## config.mk

```make
export PLATFORM = sky130hd
export DESIGN_NAME = ccb_top
export DESIGN_NICKNAME = d
export VERILOG_FILES = /design/src/core/ccb_top.v /design/src/core/ccb_channel.v
export VERILOG_INCLUDE_DIRS = /design/src /design/src/include
export SDC_FILE = /design/constraint.sdc
export NUM_CORES = 1
export LEC_CHECK = 0
export BUFFER_PORTS_ARGS = -buffer_cell sky130_fd_sc_hd__buf_4
export CELL_PAD_IN_SITES_DETAIL_PLACEMENT = 1
export CELL_PAD_IN_SITES_GLOBAL_PLACEMENT = 2
export CORE_MARGIN = 1.5
export CORE_UTILIZATION = 42
export CTS_CLUSTER_DIAMETER = 40
export DETAILED_ROUTE_END_ITERATION = 8
export GPL_TIMING_DRIVEN = 0
export PLACE_DENSITY = 0.95
export SYNTH_ARGS = -nofsm -noshare
export SYNTH_HDL_FRONTEND = slang
export SYNTH_SLANG_ARGS = --single-unit
```

## constraint.sdc

```tcl
create_clock -name CLK -period 3.3 [get_ports CLK]
set_input_delay 0.165 -clock CLK [delete_from_list [all_inputs] [get_ports CLK]]
set_output_delay 0.165 -clock CLK [all_outputs]
set_load 0.01 [all_outputs]
```

## src/include/ccb_map.vh

```
// Register addresses, reset values and channel count of the counter/capture byte port
`ifndef CCB_MAP_VH
`define CCB_MAP_VH
`define CCB_ADDR_CNT_LOW 8'hf9
`define CCB_ADDR_CNT_HIGH 8'hfa
`define CCB_ADDR_CAPL0 8'hfb
`define CCB_ADDR_CAPH0 8'hfc
`define CCB_ADDR_CAPL1 8'he9
`define CCB_ADDR_CAPH1 8'hea
`define CCB_ADDR_CAPL2 8'heb
`define CCB_ADDR_CAPH2 8'hec
`define CCB_ADDR_CAPL3 8'hed
`define CCB_ADDR_CAPH3 8'hee
`define CCB_ADDR_CAPL4 8'hfd
`define CCB_ADDR_CAPH4 8'hfe
`define CCB_RST_BYTE 8'h00
`define CCB_RST_WORD 16'h0000
`define CCB_MODULES 5
`endif

```

## src/core/ccb_top.v

```verilog
// Byte-wide register port for the 16-bit counter and its five capture/compare channels
// Functional notes
// - Counter bits 15..8 are visible at high-byte address 0xfa.
// - High-byte read returns a snapshot refreshed only by low-byte reads.
// - Counter high-byte writes are ignored while watchdog_enable is 1.
// - Five capture low bytes at 0xfb, 0xe9, 0xeb, 0xed, 0xfd.
// - Five capture high bytes at 0xfc, 0xea, 0xec, 0xee, 0xfe.
// - Capture addresses also reach the PWM auto-reload value bytes.
// - reload_select picks capture value or auto-reload value for accesses.
// - Writing a capture low byte clears that channel's comparator_enable.
// - Writing a capture high byte sets that channel's comparator_enable.
// - Counter bits 7..0 are visible at low-byte address 0xf9.
// - Comparator function active only while comparator_enable is 1.
// - Counter low-byte writes are blocked while watchdog_enable is 1.
`include "ccb_map.vh"
module ccb_top #(
   parameter NMOD = `CCB_MODULES
) (
   input wire CLK,
   input wire RESETN,
   input wire [7:0] SFR_ADDR,
   input wire SFR_WR,
   input wire SFR_RD,
   input wire [7:0] SFR_WDATA,
   output reg [7:0] SFR_RDATA,
   output reg SFR_HIT,
   input wire WATCHDOG_ENABLE,
   input wire RELOAD_SELECT,
   input wire COUNT_EN,
   input wire [NMOD-1:0] CAP_LOAD,
   output reg [15:0] COUNTER,
   output reg [NMOD*16-1:0] CAPTURE_VALUE,
   output reg [NMOD*16-1:0] RELOAD_VALUE,
   output reg [NMOD-1:0] COMPARE_ACTIVE
);
   // Channel index returned for any address that is not a capture byte
   localparam [3:0] NO_CHAN = 4'hf;

   // Limitation: only the register face lives here; match, PWM and capture
   // engines sit outside and see the values through the output ports
   // =============================================
   // Address decode
   // =============================================
   function [3:0] cap_index;
      input [7:0] a;
      begin
         case (a)
            `CCB_ADDR_CAPL0, `CCB_ADDR_CAPH0: cap_index = 4'h0;
            `CCB_ADDR_CAPL1, `CCB_ADDR_CAPH1: cap_index = 4'h1;
            `CCB_ADDR_CAPL2, `CCB_ADDR_CAPH2: cap_index = 4'h2;
            `CCB_ADDR_CAPL3, `CCB_ADDR_CAPH3: cap_index = 4'h3;
            `CCB_ADDR_CAPL4, `CCB_ADDR_CAPH4: cap_index = 4'h4;
            default: cap_index = NO_CHAN;
         endcase
      end
   endfunction

   function is_cap_high;
      input [7:0] a;
      begin
         case (a)
            `CCB_ADDR_CAPH0, `CCB_ADDR_CAPH1, `CCB_ADDR_CAPH2: is_cap_high = 1'b1;
            `CCB_ADDR_CAPH3, `CCB_ADDR_CAPH4: is_cap_high = 1'b1;
            default: is_cap_high = 1'b0;
         endcase
      end
   endfunction

   wire [3:0] sel = cap_index(SFR_ADDR);
   wire sel_high = is_cap_high(SFR_ADDR);
   wire hit_low = (SFR_ADDR == `CCB_ADDR_CNT_LOW);
   wire hit_high = (SFR_ADDR == `CCB_ADDR_CNT_HIGH);

   reg [15:0] count_q;
   reg [7:0] snap_q;

   // =============================================
   // Capture/compare channels
   // =============================================
   wire [NMOD*16-1:0] cap_w;
   wire [NMOD*16-1:0] rel_w;
   wire [NMOD-1:0] en_w;
   wire [NMOD*8-1:0] lo_w;
   wire [NMOD*8-1:0] hi_w;

   genvar g;
   generate
      for (g = 0; g < NMOD; g = g + 1) begin : chan
         wire mine = (sel == g);
         ccb_channel u_ch (
            .CLK(CLK),
            .RESETN(RESETN),
            .wr_low(SFR_WR && mine && !sel_high),
            .wr_high(SFR_WR && mine && sel_high),
            .reload_select(RELOAD_SELECT),
            .wdata(SFR_WDATA),
            .cap_load(CAP_LOAD[g]),
            .cap_value_in(count_q),
            .capture_value(cap_w[g*16 +: 16]),
            .reload_value(rel_w[g*16 +: 16]),
            .comparator_enable(en_w[g]),
            .low_byte(lo_w[g*8 +: 8]),
            .high_byte(hi_w[g*8 +: 8])
         );
      end
   endgenerate

   // =============================================
   // Counter, snapshot and read data
   // =============================================
   // Replaces one byte of a 16-bit word; used by both counter byte writes
   function [15:0] put_byte;
      input [15:0] word;
      input [7:0] b;
      input upper;
      begin
         if (upper)
            put_byte = {b, word[7:0]};
         else
            put_byte = {word[15:8], b};
      end
   endfunction

   wire any_access = SFR_RD || SFR_WR;
   // Unmapped addresses read as zero and leave SFR_HIT low
   wire mapped = hit_low || hit_high || (sel != NO_CHAN);
   wire cnt_wr_ok = SFR_WR && !WATCHDOG_ENABLE;
   wire snap_load = SFR_RD && hit_low;

   reg [15:0] count_d;
   reg [7:0] rdata_d;
   integer i;

   // Increment first, then a software write overrides only its own byte
   always @* begin
      count_d = count_q;
      if (COUNT_EN)
         count_d = count_q + 16'h0001;
      if (cnt_wr_ok && hit_low)
         count_d = put_byte(count_d, SFR_WDATA, 1'b0);
      if (cnt_wr_ok && hit_high)
         count_d = put_byte(count_d, SFR_WDATA, 1'b1);
   end

   always @* begin
      rdata_d = `CCB_RST_BYTE;
      if (hit_low)
         rdata_d = count_q[7:0];
      else if (hit_high)
         rdata_d = snap_q;
      for (i = 0; i < NMOD; i = i + 1) begin
         if (sel == i) begin
            rdata_d = sel_high ? hi_w[i*8 +: 8] : lo_w[i*8 +: 8];
         end
      end
   end

   // Read data uses the live counter; the COUNTER port lags it by one cycle
   always @(posedge CLK or negedge RESETN) begin
      if (!RESETN) begin
         count_q <= `CCB_RST_WORD;
         snap_q <= `CCB_RST_BYTE;
      end else begin
         count_q <= count_d;
         if (snap_load)
            snap_q <= count_q[15:8];
      end
   end

   // =============================================
   // Registered outputs
   // =============================================
   // Every port is a flip-flop copy so outside engines see glitch-free values
   always @(posedge CLK or negedge RESETN) begin
      if (!RESETN) begin
         SFR_RDATA <= `CCB_RST_BYTE;
         SFR_HIT <= 1'b0;
         COUNTER <= `CCB_RST_WORD;
         CAPTURE_VALUE <= {NMOD*16{1'b0}};
         RELOAD_VALUE <= {NMOD*16{1'b0}};
         COMPARE_ACTIVE <= {NMOD{1'b0}};
      end else begin
         SFR_RDATA <= SFR_RD ? rdata_d : `CCB_RST_BYTE;
         SFR_HIT <= any_access && mapped;
         COUNTER <= count_q;
         CAPTURE_VALUE <= cap_w;
         RELOAD_VALUE <= rel_w;
         COMPARE_ACTIVE <= en_w;
      end
   end
endmodule

```

## src/core/ccb_channel.v

```verilog
// One capture/compare channel: value, auto-reload value and comparator enable
`include "ccb_map.vh"
module ccb_channel (
   input wire CLK,
   input wire RESETN,
   input wire wr_low,
   input wire wr_high,
   input wire reload_select,
   input wire [7:0] wdata,
   input wire cap_load,
   input wire [15:0] cap_value_in,
   output reg [15:0] capture_value,
   output reg [15:0] reload_value,
   output reg comparator_enable,
   output wire [7:0] low_byte,
   output wire [7:0] high_byte
);
   // Byte view follows reload_select so reads see the same target as writes
   assign low_byte = reload_select ? reload_value[7:0] : capture_value[7:0];
   assign high_byte = reload_select ? reload_value[15:8] : capture_value[15:8];

   always @(posedge CLK or negedge RESETN) begin
      if (!RESETN) begin
         capture_value <= `CCB_RST_WORD;
         reload_value <= `CCB_RST_WORD;
         comparator_enable <= 1'b0;
      end else begin
         if (reload_select) begin
            if (wr_low)
               reload_value[7:0] <= wdata;
            if (wr_high)
               reload_value[15:8] <= wdata;
         end else begin
            // Software write outranks a capture landing in the same cycle
            if (cap_load)
               capture_value <= cap_value_in;
            if (wr_low)
               capture_value[7:0] <= wdata;
            if (wr_high)
               capture_value[15:8] <= wdata;
         end
         if (reload_select && cap_load)
            capture_value <= cap_value_in;
         if (wr_low)
            comparator_enable <= 1'b0;
         if (wr_high)
            comparator_enable <= 1'b1;
      end
   end
endmodule

```

==> results of run 1 <==
==> through the flow <==
stage,setup WS [ps],hold WS (ps),utilization
after floorplan,1440,-131,-
after global placement,-1440,360,0.487
after detailed placement,463,207,0.489
after CTS,390,10.7,0.540
after global routing,210,37.8,0.540
final,337,28.7,0.540
==> worst reg2reg max path, stage by stage, from the launching register on <==
cell and delay (ps):
dfrtp_1 400, clkbuf_1 750, and3_1 270, clkbuf_1 230
nand4_1 220, nor3_1 480, nand3_1 150, xor2_1 200
o21ai_0 190
==> synth_stat cells (3+ instances only) <==
cell | count | area share
a21oi_1 | 51 | 0.017
a22oi_1 | 9 | 0.0046
a32oi_1 | 5 | 0.0030
or3_1 | 3 | 0.0013
nor2_1 | 53 | 0.014
xor2_1 | 8 | 0.0048
nand4_1 | 6 | 0.0026
buf_2 | 25 | 0.0085
xnor2_1 | 8 | 0.0048
nor3_1 | 6 | 0.0021
nand3_1 | 10 | 0.0034
nor2_2 | 12 | 0.0051
o21ai_0 | 85 | 0.029
mux2i_1 | 99 | 0.068
nor2b_1 | 8 | 0.0034
o21ai_1 | 5 | 0.0017
dfrtp_1 | 379 | 0.65
mux4_2 | 13 | 0.020
nand2_1 | 93 | 0.024
o22ai_1 | 12 | 0.0051
o2bb2ai_1 | 18 | 0.011
a31oi_1 | 4 | 0.0017
and3_1 | 4 | 0.0017
buf_1 | 6 | 0.0015
buf_4 | 4 | 0.0021
o31ai_1 | 4 | 0.0021
mux2_2 | 98 | 0.075
a211o_1 | 3 | 0.0018
clkbuf_1 | 45 | 0.012
==> final cells by class <==
| type | count | area [µm²] |
|---|---|---|
| Antenna cell | 3 | 7.51 |
| Buffer | 82 | 369 |
| Clock buffer | 55 | 1280 |
| Clock inverter | 32 | 364 |
| Fill cell | 3513 | 15800 |
| Inverter | 3 | 11.3 |
| Multi-Input combinational cell | 646 | 4780 |
| Sequential cell | 379 | 9480 |
| Tap cell | 455 | 569 |
| Timing Repair Buffer | 220 | 1740 |
==> path summary, 6_finish.rpt <==
check	to	cells past startpoint
max reg2reg	count_q[14]$_DFFE_PN0P_	8
max	count_q[14]$_DFFE_PN0P_	8
min reg2reg	COMPARE_ACTIVE[4]$_DFF_PN0_	0
min in group asynchronous	CAPTURE_VALUE[32]$_DFF_PN0_	2
min	count_q[8]$_DFFE_PN0P_	3
max in group asynchronous	chan[0].u_ch.capture_value[13]$_DFFE_PN0P_	5
==> layout by cell type (no fill, tap or decap), types with 5 or more instances in the layout <==
cell           synthesis  final
buf_4                  4    210
a32oi_1                5      5
buf_2                 25     25
dfrtp_1              379    379
dlygate4sd3_1          0     10
clkinv_2               0      5
o2bb2ai_1             18     18
mux4_2                13     13
xnor2_1                8      8
nor2b_1                8      8
clkinv_4               0      8
o21ai_1                5      5
clkbuf_1              45     48
mux2_2                98     98
a22oi_1                9      9
nor3_1                 6      6
inv_6                  0      8
buf_1                  6      6
nand3_1               10     10
nor2_1                53     53
o21ai_0               85     85
clkbuf_16              0     49
mux2i_1               99     99
nand4_1                6      6
xor2_1                 8      8
nor2_2                12     12
a21oi_1               51     51
nand2_1               93     93
o22ai_1               12     12
==> state kept, by name, indices dropped and copies added, names as in the netlist <==
name / cells
COUNTER: 16
COMPARE_ACTIVE: 5
CAPTURE_VALUE: 80
RELOAD_VALUE: 80
SFR_HIT: 1
count_q: 16
chan.u_ch.comparator_enable: 5
SFR_RDATA: 8
chan.u_ch.capture_value: 80
snap_q: 8
chan.u_ch.reload_value: 80
==> kinds of logic (layout without fill, tap and decap cells) <==
group | count (synthesis) | after routing
and+or+nand+nor | 208 | 208
DFF | 379 | 379
adders and majority gates | 1 | 1
AOI/OAI and AO/OA | 211 | 211
xor gates and xnor gates | 16 | 16
buffers and inverters | 85 | 392
muxes | 210 | 210
other | 0 | 3
==> metal layers <==
metal	track usage	up-vias	part of all wire	wire, µm
met4	0.109	0	0.037	1870
met2	0.453	455	0.47	23800
met3	0.0517	95	0.071	3560
met5	0	-	0	0
li1	-	4455	-	-
met1	0.383	5618	0.42	20900
==> power groups by stage <==
stage | sequential [mW] | combinational, mW | clock [mW]
floorplan | 5.68 | 0.702 | 0
detailed placement | 5.76 | 1.79 | 0
CTS | 5.70 | 1.82 | 5.36
global placement | 5.73 | 1.69 | 0
global route | 5.74 | 1.94 | 5.56
finish | 5.69 | 1.82 | 5.32
==> metrics.txt, run 1 <==
status finished clean; PostCTS Resize Cnt 0; Worst-path clk slew 60 ps; die height 190 µm; final wirelength about 50000 µm; Mapped Area 14600 µm²; Design Area, Final 18600 µm²; slew margin rel. 0.319; Area growth, synth to finish 27.1%; layout cells sized above 1 0.324; CP required ~3800 ps; P_leak around 9.1 nW; mux cell area share after synthesis 0.163; simple-gate share of the synthesized area 0.0668; clk_lat worst skew between 500 and 600 ps; crit end category register; Fin. Hold Viols 0; Comb power frac 0.142; Max clock buf depth 3; Residual DRC 0; GRT Util Overall 0.282; IO buf count just over 200; Seq cells post-synth around 380; nets between 1000 and 1500; worst clock skew 14.2 ps; # rows about 70; Mapped Nets ~1100; number of cells produced by synthesis about 1100; crit path buf inv count 2; routed vias 10623; Routability Congestion a little over 0.9; ratio of total power to cell area 689 nW/µm²; post-synth cell types 55; Worst-Margin Slew 1010 ps; switching share of total power 0.286; Hold Startpoint SFR_ADDR[0]; ratio of final minimum period to clock period 0.898; placed cells ~1800; clock power share 0.415; antenna viol nets, final 0; Placed Area 16900 µm²; critical path type register to register; WL per Instance about 27 µm; YS warnings 0; internal power 9.16 mW; clock sinks roughly 380; Crit-path slowest cell clkbuf_1; Crit Reg-Reg Startpoint count_q[3]$_DFFE_PN0P_; CP dominant cell by count clkbuf_1; number of global-route vias before repair around 11000; drt pass-1 iters 6; Final HPWL DP 34400 µm; CP Cell Sequence clkbuf_1, and3_1, clkbuf_1, nand4_1, nor3_1, nand3_1, xor2_1, o21ai_0; Pwr Total 12.8 mW; top_reg_cell synth dfrtp_1; DRT iter0 DRCs 970; grt total ovfl 0; Flop pwr share 0.444; number of synthesized flops with an enable pin 0; Hold Path Class input port to register; CTS root buf clkbuf_16; sequential share of the synthesized area 0.648; first-pass GRT wire length between 70000 and 80000 µm; R2R Setup Slk between 300 and 400 ps; max incr delay on CP ~750 ps; io pins 218; Final Max Tran Viols 0; CTS H-tree depth 2; Adder-Cell Fraction of Synth Area 0.000854; CTS tree yes; DR vias/cell about 5.7; Crit. Startpoint count_q[3]$_DFFE_PN0P_; Max-Cap Viols 0; Compound-Gate Fraction of Synth Area 0.0863; post-CTS setup buffers 0; Psw 3.66 mW; die area around 36000 µm²; initial core utilization 0.425; minimum clock period after layout around 3000 ps; die width 190 µm; f_max approximately 340 MHz; final setup TNS 0 ps; largest family of logic cells by synthesized area multiplexers; largest net degree at the start of global routing 110; RSZ-0062 raised after global routing no; Syn Area/Cell approximately 13 µm²; final setup violation count 0; initial antenna violation count 4; Post-Layout Cell Count roughly 1900; Setup crit start kind register; Peak VDD IR ~0.00045 V; Post-Synth XOR/XNOR Area 0.00957; hold buffer count at cts 10; core area about 34000 µm²; TritonCTS buffer count 48; async set-reset flop share out of synthesis 1.00; delay-heaviest family, CP simple AND/OR/NAND/NOR gates; Max FO, Critical Path 10; Critical Path AT 3420 ps
Note: power is estimated with default switching activity, not from simulation.
==> inputs of run 2 (changes only) <==
- CORE_UTILIZATION: 42 -> 43
- CTS_BUF_LIST: unset -> sky130_fd_sc_hd__clkbuf_2 sky130_fd_sc_hd__clkbuf_4 sky130_fd_sc_hd__clkbuf_8
==> run 2 against run 1 <==
Net effect:
- via count increased by 0.93%
- total power decreased by 6.9%
- worst setup slack improved by 88 ps
- critical path depth is the same
- largest cell class unchanged
==> metrics.txt, run 2 (synthesized netlist as in run 1, its figures left out) <==
status finished clean; Critical Path AT 3380 ps; GRT Util Overall 0.282; Post-Layout Cell Count 1897; WL met3 between 4000 and 5000 µm; CTS H-tree depth 2; Crit. Startpoint count_q[5]$_DFFE_PN0P_; Fin. Hold Viols 0; Peak VDD IR between 0.0004 and 0.0005 V; Final HPWL DP around 34000 µm; die width 188 µm; Flop pwr share 0.475; Max FO, Critical Path 8; die area ~35000 µm²; Worst-Margin Slew approximately 1000 ps; slew margin rel. 0.303; max incr delay on CP between 700 and 800 ps; Comb power frac 0.151; DRT iter0 DRCs roughly 900; Max-Cap Viols 0; initial antenna violation count 3; f_max about 350 MHz; drt pass-1 iters 5; IO buf count 207; Final Max Tran Viols 0; grt total ovfl 0; Area growth, synth to finish 25.5%; Pwr Total around 12 mW; Hold Path Class input port to register; multi-input logic area approximately 4800 µm²; met2 WL 22800 µm; filler cell count in the final layout ~3500; register area 9480 µm²; io pins between 200 and 250; ratio of total power to cell area between 600 and 700 nW/µm²; RSZ-0062 raised after global routing no; nets between 1000 and 1500; Crit Reg-Reg Startpoint count_q[5]$_DFFE_PN0P_; TritonCTS buffer count between 60 and 70; ratio of final minimum period to clock period 0.871; routed vias ~11000; CTS tree yes; core area roughly 34000 µm²; R2R Path End count_q[14]$_DFFE_PN0P_; M1 wire length 19800 µm; Top Metal Used met4; initial core utilization 0.437; Max clock buf depth 3; antenna viol nets, final 0; Residual DRC 0; worst clock skew about 40 ps; clk_lat worst skew 630 ps; Routability Congestion slightly above 0.9; Psw 3.38 mW; CP Cell Sequence clkbuf_1, and3_1, clkbuf_1, nand4_1, nor3_1, nand3_1, xor2_1, o21ai_0; Worst-path clk slew 70 ps; most frequent cells in the layout dfrtp_1, buf_4, mux2i_1, mux2_2, nand2_1; die height about 190 µm; Crit-path slowest cell clkbuf_1; critical path type register to register; placed cells 1768; final setup violation count 0; # rows 67; P_leak 9.02 nW; CP endpoint count_q[14]$_DFFE_PN0P_; DR vias/cell approximately 5.7; clock sinks between 300 and 400; hold path depth 4; CTS root buf clkbuf_8; clock power share 0.373; CP required between 3000 and 4000 ps; WL per Instance roughly 26 µm; commonest non-fill, non-tap cell in the layout dfrtp_1; post-CTS setup buffers 0; internal power 8.56 mW; switching share of total power 0.283; first-pass GRT wire length approximately 73000 µm; CP dominant cell by count clkbuf_1; number of global-route vias before repair approximately 11000; final wirelength between 40000 and 50000 µm; final hold slack 71.4 ps; R2R Setup Slk around 420 ps; Post-Route Utilization 0.548; largest net degree at the start of global routing between 100 and 150; worst reg-to-reg path cell count 8; layout cells sized above 1 0.337; minimum clock period after layout 2880 ps; Setup crit start kind register; crit end category register
## run 2: how the worst min path moves through the flow
| stage | startpoint | to | slack [ps] |
|---|---|---|---|
| 2_1_floorplan | RESETN | CAPTURE_VALUE[0]$_DFF_PN0_ | -130 |
| 3_3_place_gp | chan[4].u_ch.comparator_enable$_DFFE_PN0P_ | COMPARE_ACTIVE[4]$_DFF_PN0_ | 360 |
| 3_5_place_dp | RESETN | RELOAD_VALUE[35]$_DFF_PN0_ | 160 |
| 4_1_cts | WATCHDOG_ENABLE | count_q[7]$_DFFE_PN0P_ | 60 |
| 5_1_grt | WATCHDOG_ENABLE | count_q[4]$_DFFE_PN0P_ | 90 |
| 6_report | WATCHDOG_ENABLE | count_q[7]$_DFFE_PN0P_ | 70 |
## run 2: final cells by class
type,count,area share
clock inverter,17,0.00783
buffer,82,0.0201
clock buffer,95,0.0677
multi-input combinational,646,0.260
sequential,379,0.516
timing repair buffer,224,0.0970
antenna,3,0.000408
tap,448,0.0305
inverter,3,0.000612
## run 2: timing repair
| action | CTS | global route |
|---|---|---|
| hold buffers | 14 | 0 |
| resized for setup | 0 | 0 |
| endpoints found under the hold margin | 95 | 0 |
## run 2: routing by layer
| layer | track usage | vias to the layer above |
|---|---|---|
| met5 | 0 | - |
| met4 | 0.128 | 0 |
| met3 | 0.0649 | 118 |
| met2 | 0.436 | 553 |
| met1 | 0.381 | 5555 |
| li1 | - | 4496 |
## run 2: power by group through the flow
| stage | clock (mW) | combinational [mW] | sequential [mW] |
|---|---|---|---|
| 2_1_floorplan | 0 | 0.702 | 5.68 |
| 3_3_place_gp | 0 | 1.70 | 5.72 |
| 3_5_place_dp | 0 | 1.79 | 5.74 |
| 4_1_cts | 4.50 | 1.81 | 5.68 |
| 5_1_grt | 4.70 | 1.94 | 5.73 |
| 6_report | 4.46 | 1.81 | 5.67 |
## run 2: per-stage QoR
| stage | setup WS (ps) | setup TNS (ps) | instance area (µm²) |
|---|---|---|---|
| 2_1_floorplan | 1440 | 0 | 14600 |
| 3_3_place_gp | -1400 | -513810 | 16800 |
| 3_5_place_dp | 480 | 0 | 16900 |
| 4_1_cts | 462 | 0 | 18400 |
| 5_1_grt | 311 | 0 | 18400 |
| 6_report | 425 | 0 | 18400 |
## run 2: worst max-delay path, delay by kind of cell, from the launching register on
family                 cells  cell delay (ps)
AND/OR/NAND/NOR            4             1050
buffers and inverters      2              930
flip-flops                 1              420
AO/OA/AOI/OAI              1              190
XOR/XNOR                   1              200
==> inputs of run 3 (changes only) <==
- PLACE_DENSITY: 0.95 -> unset
- PLACE_DENSITY_LB_ADDON: unset -> 0.12
==> run 3 against run 2 <==
Net effect:
- sequential share of layout area fell by 0.27 points
- sequential power barely moved
- global-route usage fell by 0.74 points
- flip-flop and latch count did not move
- final area rose by 0.52%
- clock skew fell by 8.1 ps
- combinational power barely moved
- critical endpoint unchanged
- largest power group unchanged
==> metrics.txt, run 3 (synthesized netlist as in run 1, its figures left out) <==
final setup violation count 0; Critical Path AT around 3300 ps; Max FO, Critical Path 10; Final Max Tran Viols 0; antenna viol nets, final 0; WL per Instance about 25 µm; PostCTS Resize Cnt 0; Setup crit start kind register; clock sinks 379; Hold Path Class input port to register; CTS root buf clkbuf_8; DRT iter0 DRCs 730; clock power share 0.391; critical path type register to register; nets 1426; die width roughly 190 µm; die height approximately 190 µm; die area 35200 µm²; worst clock skew around 32 ps; Worst-path clk slew about 70 ps; DR vias/cell ~5.4; placed cells around 1800; clk_lat worst skew roughly 640 ps; final wirelength 47600 µm; Post-Layout Cell Count between 1500 and 2000; filler cell count in the final layout between 3000 and 4000; TritonCTS buffer count 61; initial core utilization 0.437; antenna cells 0; Comb power frac 0.148; Max-Cap Viols 0; Psw about 3.4 mW; status finished clean; Routability Congestion between 0.8 and 0.9; largest net degree at the start of global routing roughly 110; Pwr Total between 10 and 15 mW; internal power approximately 9 mW; Fin. Hold Viols 0; ratio of total power to cell area between 600 and 700 nW/µm²; io pins between 200 and 250; Post-Route Utilization 0.551; f_max between 300 and 400 MHz; CTS tree yes; initial antenna violation count 3; RSZ-0062 raised after global routing no; IO buf count about 210; minimum clock period after layout roughly 2800 ps; grt total ovfl 0; core area approximately 34000 µm²; slew margin rel. 0.286; layout cells sized above 1 0.338; # rows 67; first-pass GRT wire length roughly 70000 µm; number of global-route vias before repair between 10000 and 15000; drt pass-1 iters 5; Flop pwr share 0.462; CTS H-tree depth 2; multi-input logic area 4780 µm²; crit end category register; routed vias roughly 10000; CP required about 3800 ps; commonest non-fill, non-tap cell in the layout dfrtp_1; post-CTS setup buffers 0; P_leak 9.07 nW; Final HPWL DP 33300 µm; Residual DRC 0; register area roughly 9500 µm²; Worst-Margin Slew approximately 1100 ps; switching share of total power 0.274; ratio of final minimum period to clock period 0.843; Peak VDD IR approximately 0.00033 V; Area growth, synth to finish 26.2%; most frequent cells in the layout dfrtp_1, buf_4, mux2i_1, mux2_2, nand2_1; GRT Util Overall 0.275; Max clock buf depth 3
[run 3: cell count changes in the layout (fill, tap and decap cells not counted), sizes merged]
cell,delta
clkbuf,-1
inv,+1
diode,-3
clkinvlp,+1
bufinv,+5
clkinv,-4
[run 3: layout make-up]
| cell class | instances | share of cell area |
|---|---|---|
| Sequential cell | 379 | 0.513 |
| Multi-Input combinational cell | 646 | 0.259 |
| Timing Repair Buffer | 224 | 0.0965 |
| Clock buffer | 94 | 0.0649 |
| Tap cell | 448 | 0.0303 |
| Buffer | 82 | 0.0200 |
| Clock inverter | 20 | 0.0158 |
| Inverter | 3 | 0.000609 |
[run 3: metal layers]
metal | wire length (µm) | GRT usage | share of wire
met2 | 20900 | 0.400 | 0.44
met4 | 1790 | 0.113 | 0.038
met5 | 9 | 0 | 0.00019
met1 | 22000 | 0.404 | 0.46
met3 | 2890 | 0.0545 | 0.061
[run 3: per-stage QoR]
stage          setup WS [ps]  TNS [ps]  hold slack [ps]  cell area (µm²)
6_report                 518         0             59.2            18500
4_1_cts                  528         0             9.11            18500
3_5_place_dp             576         0              224            16900
2_1_floorplan           1440         0             -131            14600
5_1_grt                  367         0             54.8            18500
3_3_place_gp           -1530   -566410              357            16800
[run 3: critical path, stage by stage, from the launching register on]
cell and delay [ps]:
dfrtp_1 380, clkbuf_1 700, and3_1 250, clkbuf_1 210, nand4_1 180, nor3_1 390
nand3_1 160, xor2_1 200, o21ai_0 210
[run 3: worst paths after layout]
path	startpoint	end	slack [ps]	cells past startpoint
min in group asynchronous	RESETN	RELOAD_VALUE[35]$_DFF_PN0_	150	2
setup / recovery	count_q[3]$_DFFE_PN0P_	count_q[14]$_DFFE_PN0P_	520	8
hold / removal	SFR_RD	SFR_RDATA[5]$_DFF_PN0_	60	3
hold reg to reg	count_q[13]$_DFFE_PN0P_	COUNTER[13]$_DFF_PN0_	370	0
setup reg to reg	count_q[3]$_DFFE_PN0P_	count_q[14]$_DFFE_PN0P_	520	8
max in group asynchronous	RESETN	RELOAD_VALUE[0]$_DFF_PN0_	1800	4
[run 3: timing repair]
| item | CTS | global route |
|---|---|---|
| endpoints found under the hold margin | 114 | 0 |
| hold buffers | 14 | 0 |
| endpoints found under the setup margin | 0 | 0 |
[run 3: power by group through the flow]
stage	combinational [mW]	sequential [mW]	clock, mW
after floorplan	0.702	5.68	0
after global placement	1.73	5.71	0
after detailed placement	1.79	5.72	0
after CTS	1.81	5.65	4.87
after global routing	1.93	5.71	5.07
final	1.81	5.65	4.78
